## src/rtl/pcu_map.svh

```systemverilog
// register map, field positions and reset values of the pin change unit
// How it works
// - group two raises request on lines 23..16
// - group one raises request on lines 14..8
// - group zero raises request on lines 7..0
// - each group served through its own vector
// - pin change sets flags at bits 2..0
// - vector taken only when flag, enable, global
// - entering a group routine clears its flag
// - write one clears flag, zero keeps
// - pin counts only with mask and enable
// - enable and flag bits 7..3 read zero
// - group one mask bit 7 reads zero
// - changes caught without program involvement, wake capable
// - pins trigger even when driven as outputs
`ifndef PCU_MAP_SVH
`define PCU_MAP_SVH

`define PCU_OFS_GROUP_ENABLE 8'h68
`define PCU_OFS_GROUP_FLAGS  8'h69
`define PCU_OFS_MASK_LOW     8'h6B
`define PCU_OFS_MASK_MID     8'h6C
`define PCU_OFS_MASK_HIGH    8'h6D

`define PCU_RST_BYTE         8'h00
`define PCU_RST_GROUP        3'h0
`define PCU_GROUP_BITS       3'h7
`define PCU_MID_MASK_BITS    8'h7F

`define PCU_GRP_ZERO         0
`define PCU_GRP_ONE          1
`define PCU_GRP_TWO          2

`define PCU_LINES            24
`define PCU_GROUPS           3

`endif

```

## src/rtl/pcu_pkg.sv

```systemverilog
// types shared by the pin change unit
package pcu_pkg;

  typedef logic [7:0] pcu_byte_t;

  typedef struct packed {
    logic [7:0] addr;
    logic [7:0] wdata;
    logic       wr;
    logic       rd;
  } pcu_bus_req_t;

  typedef struct packed {
    logic vec_two;
    logic vec_one;
    logic vec_zero;
  } pcu_vec_t;

endpackage

```

## src/rtl/pcu_sync.sv

```systemverilog
// three stage pin synchroniser with change detection
`timescale 1ns/1ns
module pcu_sync #(
  parameter int W = 24
) (
  // clock and reset
  input  wire logic         clk,
  input  wire logic         reset,
  // raw pins and one-cycle change pulses
  input  wire logic [W-1:0] raw,
  output logic      [W-1:0] changed
);

  logic [W-1:0] s1_q, s2_q, s3_q, level_q, level_d;
  logic         primed_q, primed_d;
  logic [W-1:0] agree;

  if (W < 1)
  begin : g_bad_width
    $error("pcu_sync: width must be at least one");
  end

  // a change counts once stages two and three agree
  always_comb
  begin
    agree    = ~(s2_q ^ s3_q);
    primed_d = 1'b1;
    level_d  = (level_q & ~agree) | (s3_q & agree);
    changed  = primed_q ? (agree & (s3_q ^ level_q)) : '0;
    if (!primed_q)
    begin
      level_d = s3_q;
    end
  end

  // pins are sampled on every rising edge, whatever drives them
  always_ff @(posedge clk)
  begin
    // stages run through reset so the first baseline is the settled pin level
    s1_q <= raw;
    s2_q <= s1_q;
    s3_q <= s2_q;
    if (reset)
    begin
      level_q  <= '0;
      primed_q <= 1'b0;
    end
    else
    begin
      level_q  <= level_d;
      primed_q <= primed_d;
    end
  end

endmodule

```

## src/rtl/pcu_unit.sv

```systemverilog
// pin change interrupt unit: masks, group enables, flags and vectors
`timescale 1ns/1ns
`include "pcu_map.svh"
module pcu_unit #(
  parameter int ADDR_W = 8
) (
  // clock and reset
  input  wire logic                  clk,
  input  wire logic                  reset,
  // register port
  input  wire pcu_pkg::pcu_bus_req_t bus_req,
  output logic      [7:0]            bus_rdata,
  // watched pins, bit 15 unused
  input  wire logic [23:0]           watched_pin_line,
  // core side
  input  wire logic                  global_irq_enable,
  input  wire pcu_pkg::pcu_vec_t     vector_taken,
  output pcu_pkg::pcu_vec_t          vector_request,
  output logic                       irq,
  output logic                       wake
);
  import pcu_pkg::*;

  if (ADDR_W != 8)
  begin : g_bad_addr
    $error("pcu_unit: register port address must be 8 bits");
  end

  // ---------------- synchronised change detection ----------------
  logic [23:0] line_changed;

  pcu_sync #(
    .W (`PCU_LINES)
  ) u_sync (
    .clk     (clk),
    .reset   (reset),
    .raw     (watched_pin_line),
    .changed (line_changed)
  );

  // ---------------- registers ----------------
  pcu_byte_t   mask_low_q, mask_low_d;
  pcu_byte_t   mask_mid_q, mask_mid_d;
  pcu_byte_t   mask_high_q, mask_high_d;
  logic [2:0]  enable_q, enable_d;
  logic [2:0]  flags_q, flags_d;
  pcu_byte_t   rdata_q, rdata_d;
  pcu_vec_t    vec_q, vec_d;
  logic        irq_q, irq_d;
  logic        wake_q, wake_d;

  logic        wr_enable, wr_flags, wr_low, wr_mid, wr_high;
  logic [23:0] mask_all;
  logic [23:0] live;
  logic [2:0]  grp_evt;
  logic [2:0]  flag_clr;
  logic [2:0]  taken;
  logic [2:0]  pending;

  always_comb
  begin
    wr_enable = bus_req.wr && bus_req.addr == `PCU_OFS_GROUP_ENABLE;
    wr_flags  = bus_req.wr && bus_req.addr == `PCU_OFS_GROUP_FLAGS;
    wr_low    = bus_req.wr && bus_req.addr == `PCU_OFS_MASK_LOW;
    wr_mid    = bus_req.wr && bus_req.addr == `PCU_OFS_MASK_MID;
    wr_high   = bus_req.wr && bus_req.addr == `PCU_OFS_MASK_HIGH;

    // mid mask bit 7 is always zero, so line 15 never contributes
    mask_all  = {mask_high_q, mask_mid_q, mask_low_q};
    live      = line_changed & mask_all;

    // a group event needs an unmasked change and the group enable
    grp_evt[`PCU_GRP_TWO]  = |live[23:16] && enable_q[`PCU_GRP_TWO];
    grp_evt[`PCU_GRP_ONE]  = |live[14:8]  && enable_q[`PCU_GRP_ONE];
    grp_evt[`PCU_GRP_ZERO] = |live[7:0]   && enable_q[`PCU_GRP_ZERO];

    taken = {vector_taken.vec_two, vector_taken.vec_one, vector_taken.vec_zero};
  end

  // mask and enable registers
  always_comb
  begin
    mask_low_d  = mask_low_q;
    mask_mid_d  = mask_mid_q;
    mask_high_d = mask_high_q;
    enable_d    = enable_q;
    if (wr_low)
    begin
      mask_low_d = bus_req.wdata;
    end
    if (wr_mid)
    begin
      mask_mid_d = bus_req.wdata & `PCU_MID_MASK_BITS;
    end
    if (wr_high)
    begin
      mask_high_d = bus_req.wdata;
    end
    if (wr_enable)
    begin
      enable_d = bus_req.wdata[2:0] & `PCU_GROUP_BITS;
    end
  end

  always_ff @(posedge clk)
  begin
    if (reset)
    begin
      mask_low_q  <= `PCU_RST_BYTE;
      mask_mid_q  <= `PCU_RST_BYTE;
      mask_high_q <= `PCU_RST_BYTE;
      enable_q    <= `PCU_RST_GROUP;
    end
    else
    begin
      mask_low_q  <= mask_low_d;
      mask_mid_q  <= mask_mid_d;
      mask_high_q <= mask_high_d;
      enable_q    <= enable_d;
    end
  end

  // flags: a new event wins over a clear in the same cycle
  always_comb
  begin
    flag_clr = taken;
    if (wr_flags)
    begin
      flag_clr = flag_clr | bus_req.wdata[2:0];
    end
    flags_d = (flags_q & ~flag_clr) | grp_evt;
  end

  always_ff @(posedge clk)
  begin
    if (reset)
    begin
      flags_q <= `PCU_RST_GROUP;
    end
    else
    begin
      flags_q <= flags_d;
    end
  end

  // vector requests, interrupt level and wake pulse
  always_comb
  begin
    pending        = flags_d & enable_d;
    vec_d.vec_two  = pending[`PCU_GRP_TWO]  && global_irq_enable;
    vec_d.vec_one  = pending[`PCU_GRP_ONE]  && global_irq_enable;
    vec_d.vec_zero = pending[`PCU_GRP_ZERO] && global_irq_enable;
    irq_d          = |pending;
    wake_d         = |grp_evt;
  end

  always_ff @(posedge clk)
  begin
    if (reset)
    begin
      vec_q  <= '0;
      irq_q  <= 1'b0;
      wake_q <= 1'b0;
    end
    else
    begin
      vec_q  <= vec_d;
      irq_q  <= irq_d;
      wake_q <= wake_d;
    end
  end

  // read port, data in the cycle after the strobe
  always_comb
  begin
    rdata_d = `PCU_RST_BYTE;
    if (bus_req.rd)
    begin
      case (bus_req.addr)
        `PCU_OFS_GROUP_ENABLE: rdata_d = {5'h00, enable_q};
        `PCU_OFS_GROUP_FLAGS:  rdata_d = {5'h00, flags_q};
        `PCU_OFS_MASK_LOW:     rdata_d = mask_low_q;
        `PCU_OFS_MASK_MID:     rdata_d = mask_mid_q;
        `PCU_OFS_MASK_HIGH:    rdata_d = mask_high_q;
        default:               rdata_d = `PCU_RST_BYTE;
      endcase
    end
  end

  always_ff @(posedge clk)
  begin
    if (reset)
    begin
      rdata_q <= `PCU_RST_BYTE;
    end
    else
    begin
      rdata_q <= rdata_d;
    end
  end

  assign bus_rdata      = rdata_q;
  assign vector_request = vec_q;
  assign irq            = irq_q;
  assign wake           = wake_q;
endmodule

```

## config.mk

```make
export PLATFORM = sky130hd
export DESIGN_NAME = pcu_unit
export DESIGN_NICKNAME = d
export VERILOG_FILES = /design/src/rtl/pcu_pkg.sv /design/src/rtl/pcu_sync.sv /design/src/rtl/pcu_unit.sv
export VERILOG_INCLUDE_DIRS = /design/src /design/src/rtl
export SDC_FILE = /design/constraint.sdc
export NUM_CORES = 1
export LEC_CHECK = 0
export ABC_AREA = 1
export ABC_CLOCK_PERIOD_IN_PS = 2000
export BUFFER_PORTS_ARGS = -buffer_cell sky130_fd_sc_hd__buf_2
export CORE_ASPECT_RATIO = 0.8
export CORE_MARGIN = 2
export CORE_UTILIZATION = 35
export CTS_CLUSTER_DIAMETER = 50
export DETAILED_ROUTE_END_ITERATION = 6
export PLACE_DENSITY = 0.56
export SETUP_SLACK_MARGIN = 0.5
export SLEW_MARGIN = 20
export SYNTH_ARGS = -nofsm -noshare
export SYNTH_HDL_FRONTEND = slang
export SYNTH_SLANG_ARGS = --single-unit
```

## constraint.sdc

```tcl
create_clock -name clk -period 2 [get_ports clk]
set_input_delay 0 -clock clk [delete_from_list [all_inputs] [get_ports clk]]
set_output_delay 0 -clock clk [all_outputs]
set_load 0.05 [all_outputs]
```

==> run metrics, run 1 <==
status finished, final reports clean; post-DP HPWL 7.16 mm; number of DRC violations after detailed-routing iteration 0 258; max-cap check violation count 0; element type at the critical path start flop; critical setup path kind flop to flop; cell leakage power 2.79 nW; flops & latches, synth 135; cell count after synthesis 565; CTS buffer count 17; remaining antenna violation count 0; number of vias per cell after detailed routing 4.64; DR WL/cell 12.9 um; routability-driven placement congestion ratio 0.834; crit path time final 1.49 ns; RSZ-0062 raised after global routing yes; setup fix buffers added after clock tree synthesis 0; Clock Root Buffer clkbuf_16; Main synth FF type dfxtp_1; Setup Skew 0.0128 ns; FILL cells 1273; peak fanout along the critical path 4; total number of nets in the final design 724; initial core utilization 36.3%; via count of the first global-routing pass 3859; number of endpoints with negative hold slack in the final report 0; I/O pin total 61; total area of multi-input combinational cells 0.00169 mm2; sequential area share after synthesis 57.1%; layout-stage area growth over the synthesis result 33.1%; Sum Neg Setup Slack 0 ns; quantity of I/O buffers inserted on ports 59; global-route wire length before repair 18.3 mm; Least-Margin Pin Slew 0.944 ns; mean cell area of the mapped netlist 8.38 um2; grt total ovfl 0; Total GRT Usage 16.4%; ratio of final minimum period to clock period 74.5%; WP data arrival 1.80 ns; antenna violations before repair 0; number of different library cells in the post-synthesis netlist 31; core box area 0.0131 mm2; Max Buffers Root-to-Sink 2; num rows 37; clock insertion delay at the later pin of the skew report 0.42 ns; horizontal extent of the die 134 um; Die Height 108 um; pin count of the biggest net entering global routing 40; Setup crit end kind flop; Antenna diodes 0; FMAX 0.671 GHz; Power Density 1050 mW/mm2; net count after synthesis 613; number of design rule violations left after detail routing 0; Post-synth EDFFs 0; clock transition at the register clock pins on the worst setup and hold paths after CTS 0.06 ns; commonest cells after routing, fill and taps aside dfxtp_1 (134), nand2_1 (96), inv_1 (72); type of the most critical hold path input port to flop; yosys warns 0; area used by sequential logic in the layout 0.00270 mm2; Rel. slew slack 37.0%; Netlist Area Pre-Place 0.00473 mm2; total number of vias 4005; clock tree from TritonCTS yes; first-pass iteration count of the detailed router 4; WHS 0.0342 ns; leading cell type in the layout, fill and taps excluded dfxtp_1; critical path data required time 2.31 ns; Clock H-tree levels 4; max-slew violation count 0; post-synthesis async set-or-reset flop share 0%; maximum VDD drop 636 uV; Sink Count 135; final wirelength 11.1 mm; ratio of cells with drive above 1 in the final layout 17.9%; endpoints failing setup 0; die area 0.0145 mm2
-- routing by layer --
metal	share of wire, %	vias up	GRT usage (%)
met5	0	-	0
met4	0.87	0	5.71
met3	4.9	10	4.97
met2	45	93	26.6
met1	49	1844	20.9
li1	-	2058	-
-- cells in the mapped netlist (6+ instances only) --
cell,instances,area share [%]
a21oi_1,58,6.1
inv_1,72,5.7
o21ai_0,27,2.9
o22ai_1,8,1.1
or2_2,7,0.92
o31ai_1,13,2.1
nand2_1,101,8.0
nor2_1,58,4.6
clkbuf_1,6,0.48
a211oi_1,9,1.4
nand3_1,32,3.4
dfxtp_1,135,57
nand2_2,6,0.79
-- cell type report --
cell class | instances | share of cell area [%]
Timing Repair Buffer | 105 | 11.9
Clock inverter | 11 | 3.12
Clock buffer | 21 | 7.31
Tap cell | 175 | 3.47
Multi-Input combinational cell | 342 | 26.8
Inverter | 75 | 4.49
Sequential cell | 135 | 42.9
-- cells by family after synthesis --
family,share of synthesized area (%)
flip-flops,57.1
AND/OR/NAND/NOR,20.3
AO/OA/AOI/OAI,14.9
XOR/XNOR,0.185
buffers and inverters,7.51
-- worst paths after layout --
| path | start | endpoint | slack, ns | cells past startpoint |
|---|---|---|---|---|
| setup / recovery | flop | irq$_SDFF_PP0_ | 0.51 | 11 |
| hold / removal | bus_req[0] | bus_rdata[1]$_SDFF_PP0_ | 0.03 | 3 |
| setup reg to reg | flop | irq$_SDFF_PP0_ | 0.51 | 11 |
| hold reg to reg | u_sync.s1_q[16]$_DFF_P_ | u_sync.s2_q[16]$_DFF_P_ | 0.32 | 0 |
-- critical path, stage by stage (launching register included) --
cell and delay, ns:
dfxtp_2 0.33, or2_2 0.29, nand3_1 0.08, nand2_1 0.07, nor2_1 0.13, nand2_1 0.08
nand2_2 0.08, nand2_1 0.08, nand2_2 0.08, nand3_1 0.07, nand2_1 0.06, inv_1 0.03
-- stage by stage --
step / setup slack (ns) / area [um2] / utilization (%) / instances / power (W)
floorplan: 0.718 / 4730 / - / 565 / 0.00306
global placement: 0.511 / 5200 / 39.8 / 789 / 0.00315
detailed placement: 0.490 / 5200 / 39.8 / 789 / 0.00317
CTS: 0.514 / 6290 / 48.2 / 864 / 0.00667
global route: 0.415 / 6300 / 48.3 / 864 / 0.00686
finish: 0.510 / 6300 / 48.3 / 864 / 0.00661
-- repair_timing --
action,4_1_cts,5_1_grt
gates resized for setup,2,5
hold buffers,43,0
endpoints found under the setup margin,1,11
endpoints found under the hold margin,55,0
pin swaps,1,1
-- power breakdown --
| part | total, W | internal, W | switching (W) |
|---|---|---|---|
| registers | 0.00287 | 0.00280 | 0.0000757 |
| logic | 0.000296 | 0.000145 | 0.000150 |
| clock network | 0.00344 | 0.00228 | 0.00116 |
| total | 0.00661 | 0.00523 | 0.00138 |
Power figures use the tool's default switching activity.
==> inputs of run 2 (changes only) <==
--- a/config.mk
+++ b/config.mk
@@ -7,7 +7,7 @@
 export NUM_CORES = 1
 export LEC_CHECK = 0
 export ABC_AREA = 1
-export ABC_CLOCK_PERIOD_IN_PS = 2000
+export ABC_CLOCK_PERIOD_IN_PS = 1450
 export BUFFER_PORTS_ARGS = -buffer_cell sky130_fd_sc_hd__buf_2
 export CORE_ASPECT_RATIO = 0.8
 export CORE_MARGIN = 2
==> constraint.sdc (replaced) <==
create_clock -name clk -period 1.45 [get_ports clk]
set_input_delay 0 -clock clk [delete_from_list [all_inputs] [get_ports clk]]
set_output_delay 0 -clock clk [all_outputs]
set_load 0.05 [all_outputs]
==> run metrics, run 2 (synthesis gave the netlist of run 1 again) <==
WP data arrival 1.67 ns; commonest cells after routing, fill and taps aside dfxtp_1 (91), nand2_1 (79), inv_1 (61); part of the power in registers 44.0%; type of the most critical hold path input port to flop; peak fanout along the critical path 3; critical path data required time 1.76 ns; cell-internal power 0.00708 W; origin of the critical flop-to-flop path u_sync.s3_q[21]$_DFF_P_; total number of vias 4305; via count of the first global-routing pass 4145; worst-case hold path end point bus_rdata[7]$_SDFF_PP0_; portion of total power attributed to the clock network 49.7%; ratio of final minimum period to clock period 93.6%; num rows 37; CP delay by family, top simple AND/OR/NAND/NOR gates; DR WL/cell 14.4 um; Hold Crit Start bus_req[0]; min setup slack post-route 0.0935 ns; antenna violations before repair 0; Setup Skew 0.00899 ns; post-DP HPWL 7.89 mm; number of DRC violations after detailed-routing iteration 0 282; I/O pin total 61; Worst Path Buf+Inv 1; FMAX 0.737 GHz; status finished, final reports clean; Clock H-tree levels 4; leading cell type in the layout, fill and taps excluded dfxtp_1; pin count of the biggest net entering global routing 40; Worst Reg-to-Reg Cells 11; Power Density 1260 mW/mm2; worst hold stages 3; grt total ovfl 0; net switching power 0.00201 W; critical setup path kind flop to flop; RSZ-0062 raised after global routing yes; cell leakage power 3.11 nW; Sink Count 135; Die Height 108 um; pre-CTS setup slack -0.0404 ns; Rel. slew slack 65.4%; final wirelength 12.9 mm; initial core utilization 36.3%; clock insertion delay at the later pin of the skew report 0.42 ns; area used by sequential logic in the layout 0.00277 mm2; worst-path cell with the longest stage delay dfxtp_1; ratio of cells with drive above 1 in the final layout 41.3%; number of vias per cell after detailed routing 4.80; endpoints failing setup 0; Setup crit end kind flop; FILL cells 1162; maximum VDD drop 862 uV; crit path time final 1.36 ns; number of endpoints with negative hold slack in the final report 0; stage delay of the slowest cell on the critical path 0.35 ns; element type at the critical path start flop; number of design rule violations left after detail routing 0; Clock Root Buffer clkbuf_16; core box area 0.0131 mm2; Sum Neg Setup Slack 0 ns; total area of multi-input combinational cells 0.00216 mm2; remaining antenna violation count 0; end of the worst register-to-register path irq$_SDFF_PP0_; quantity of I/O buffers inserted on ports 59; clock tree from TritonCTS yes; first-pass iteration count of the detailed router 5; Max Buffers Root-to-Sink 2; CTS buffer count 17; routability-driven placement congestion ratio 0.839; total stage count of the critical path 11; combinational cell fraction of total power 6.3%; die area 0.0145 mm2; layout-stage area growth over the synthesis result 52.0%; Net Sw Frac 22.1%; global-route wire length before repair 19.9 mm; max-cap check violation count 0; horizontal extent of the die 134 um; flop-to-flop setup slack 0.09 ns; max-slew violation count 0; total number of nets in the final design 756; Antenna diodes 0; Total GRT Usage 17.9%; clock transition at the register clock pins on the worst setup and hold paths after CTS 0.06 ns; Least-Margin Pin Slew 0.519 ns; cells traversed along the worst timing path or2_4 > nand3_2 > nand2_1 > nor2_1 > nand2_1 > nand2_2 > nand2_2 > nand2_2 > nand3_2 > nand2_1 > inv_1
## run 2: cell types whose count changed in the layout (fill, tap and decap cells not counted), moves of 14 or more
cell     delta
a21oi_2    +14
o21ai_0    -24
nor2_1     -15
buf_4      +32
a21oi_1    -14
dfxtp_2    +37
buf_6      +17
o21ai_1    +20
dfxtp_1    -43
buf_2      -16
nand2_1    -17
## run 2: repair_timing
item,4_1_cts,5_1_grt
resized for setup,80,98
setup endpoints to repair,55,57
gates cloned,3,1
hold endpoints to repair,54,0
pin swaps,25,37
buffers inserted,11,11
hold buffers,36,0
## run 2: through the flow
stage	power (W)	hold slack (ns)	std cells	util (%)	area (um2)
floorplan	0.00426	0.0277	565	-	4900
global placement	0.00440	0.103	802	41.6	5440
detailed placement	0.00442	0.104	802	41.6	5440
CTS	0.00910	0.0107	884	51.8	6770
global route	0.00943	0.0529	896	55.1	7200
finish	0.00909	0.0371	896	55.1	7200
## run 2: how the worst max path moves through the flow
stage | startpoint | to | slack [ns]
finish | u_sync.s3_q[21]$_DFF_P_ | irq$_SDFF_PP0_ | 0.09
global route | u_sync.s2_q[6]$_DFF_P_ | irq$_SDFF_PP0_ | -0.02
CTS | u_sync.s3_q[23]$_DFF_P_ | irq$_SDFF_PP0_ | 0.11
detailed placement | bus_req[16] | irq$_SDFF_PP0_ | -0.04
global placement | bus_req[16] | irq$_SDFF_PP0_ | 0.002
floorplan | u_sync.s3_q[5]$_DFF_P_ | irq$_SDFF_PP0_ | 0.22
## run 2: worst reg2reg max path: cells and delay by family (launching register included)
family	cells	cell delay, ns
buffers and inverters	1	0.04
DFF	1	0.35
and+or+nand+nor	10	0.87
## run 2: routing by layer
metal | GRT usage [%] | vias up | part of all wire (%)
met5 | 0 | - | 0
met4 | 6.99 | 0 | 1.8
met3 | 4.41 | 23 | 7.5
met2 | 29.3 | 140 | 47
met1 | 23.0 | 2010 | 44
li1 | - | 2132 | -
## run 2: cell type report
cell class / instances / share of cell area, %
flip-flops and latches: 135 / 38.5
well taps: 175 / 3.04
repair buffers: 134 / 15.2
repair inverters: 2 / 0.313
multi-input cells: 343 / 30.0
clock inverters: 12 / 2.43
inverters: 75 / 4.22
clock buffers: 20 / 6.21
## run 2: power by group through the flow
| stage | sequential [W] | clock [W] | combinational [W] |
|---|---|---|---|
| 2_1_floorplan | 0.00402 | 0 | 0.000234 |
| 3_3_place_gp | 0.00404 | 0 | 0.000359 |
| 3_5_place_dp | 0.00405 | 0 | 0.000372 |
| 4_1_cts | 0.00399 | 0.00459 | 0.000516 |
| 5_1_grt | 0.00403 | 0.00478 | 0.000626 |
| 6_report | 0.00401 | 0.00452 | 0.000572 |
==> inputs of run 3 (changes only) <==
--- a/config.mk
+++ b/config.mk
@@ -15,6 +15,7 @@
 export CTS_CLUSTER_DIAMETER = 50
 export DETAILED_ROUTE_END_ITERATION = 6
 export PLACE_DENSITY = 0.56
+export REMOVE_ABC_BUFFERS = 1
 export SETUP_SLACK_MARGIN = 0.5
 export SLEW_MARGIN = 20
 export SYNTH_ARGS = -nofsm -noshare
==> run metrics, run 3 (synthesis gave the netlist of run 1 again) <==
routability-driven placement congestion ratio 0.877; Sink Count 135; critical setup path kind flop to flop; die area 0.0145 mm2; ratio of cells with drive above 1 in the final layout 35.5%; global-route wire length before repair 19.3 mm; Clock H-tree levels 4; pre-CTS setup slack -0.0000683 ns; peak fanout along the critical path 3; number of vias per cell after detailed routing 4.77; RSZ-0062 raised after global routing yes; min setup slack post-route 0.0878 ns; Antenna diodes 0; number of endpoints with negative hold slack in the final report 0; DR WL/cell 13.6 um; commonest cells after routing, fill and taps aside dfxtp_1 (97), nand2_1 (81), inv_1 (59); number of DRC violations after detailed-routing iteration 0 293; leading cell type in the layout, fill and taps excluded dfxtp_1; endpoints failing setup 0; initial core utilization 36.3%; quantity of I/O buffers inserted on ports 59; crit path time final 1.36 ns; Power Density 1260 mW/mm2; Die Height 108 um; CTS buffer count 17; clock insertion delay at the later pin of the skew report 0.42 ns; Clock Root Buffer clkbuf_16; max-slew violation count 0; final total power 0.00861 W; num rows 37; cell leakage power 2.97 nW; WP data arrival 1.68 ns; FMAX 0.734 GHz; maximum VDD drop 719 uV; number of design rule violations left after detail routing 0; grt total ovfl 0; Worst Reg-to-Reg Cells 10; type of the most critical hold path input port to flop; max-cap check violation count 0; final wirelength 12.1 mm; ratio of final minimum period to clock period 93.9%; via count of the first global-routing pass 4069; clock transition at the register clock pins on the worst setup and hold paths after CTS 0.06 ns; status finished, final reports clean; Total GRT Usage 17.4%; post-DP HPWL 7.69 mm; Setup Skew 0.00760 ns; Least-Margin Pin Slew 0.513 ns; remaining antenna violation count 0; total number of vias 4235; horizontal extent of the die 134 um; antenna violations before repair 0; element type at the critical path start flop; Max Buffers Root-to-Sink 2; worst hold stages 4; total number of nets in the final design 748; layout-stage area growth over the synthesis result 43.8%; core box area 0.0131 mm2; clock tree from TritonCTS yes; Rel. slew slack 65.8%; pin count of the biggest net entering global routing 40; I/O pin total 61; first-pass iteration count of the detailed router 5; Setup crit end kind flop; critical path data required time 1.76 ns
## run 3: changes by cell type in the layout (fill, tap and decap cells not counted), moves of 7 or more
cell	delta
a21oi_1	+7
o21ai_0	+15
a21oi_2	-8
nor2_2	-9
nor2_1	+11
o21ai_1	-13
## run 3: final timing paths
check / from / endpoint / slack, ns
max: flop / wake$_SDFF_PP0_ / 0.09
min: reset / bus_rdata[2]$_SDFF_PP0_ / 0.05
max reg2reg: flop / wake$_SDFF_PP0_ / 0.09
min reg2reg: u_sync.s1_q[3]$_DFF_P_ / u_sync.s2_q[3]$_DFF_P_ / 0.32
## run 3: through the flow
step / TNS (ns) / cells / utilization, % / hold WS [ns] / cell area, um2
2_1_floorplan: -1.34 / 552 / - / 0.0277 / 4660
3_3_place_gp: 0 / 803 / 40.7 / 0.103 / 5320
3_5_place_dp: -0.0000683 / 803 / 40.7 / 0.104 / 5320
4_1_cts: 0 / 882 / 50.1 / 0.0133 / 6540
5_1_grt: -0.0231 / 888 / 52.1 / 0.0436 / 6810
6_report: 0 / 888 / 52.1 / 0.0476 / 6810
## run 3: layout make-up
class / count / area [um2]
Clock inverter: 12 / 120
Sequential cell: 135 / 2760
Multi-Input combinational cell: 342 / 1930
Inverter: 75 / 285
Clock buffer: 20 / 457
Tap cell: 175 / 219
Timing Repair Buffer: 129 / 1040
Fill cell: 1228 / 6250
## run 3: what timing repair did
action | 4_1_cts | 5_1_grt
pin swaps | 19 | 34
hold endpoints to repair | 60 | 0
cloned | 1 | 0
hold buffers | 37 | 0
setup endpoints to repair | 46 | 55
resized for setup | 64 | 93
buffers inserted | 9 | 6
## run 3: where the power goes
group          switching [W]  internal [W]  leakage, nW
clock network        0.00162       0.00247        0.278
registers           0.000115       0.00387         1.12
logic               0.000253      0.000277         1.57
## run 3: layer usage
layer / vias to the layer above / global-route usage [%] / wire length (um)
met5: - / 0 / 0
met4: 0 / 7.52 / 239
met3: 26 / 5.11 / 781
met2: 136 / 28.7 / 5690
met1: 1962 / 21.2 / 5400
li1: 2111 / - / -
## run 3: worst max-delay path, cell delays in order, from the launching register on
cell and delay [ns]:
dfxtp_2 0.32, or2_4 0.24, nand3_2 0.07, nand2_1 0.06, nor2_1 0.13, nand2_2 0.10
nand2_4 0.08, buf_4 0.11, nand3_2 0.05, nand2_1 0.06, inv_1 0.04
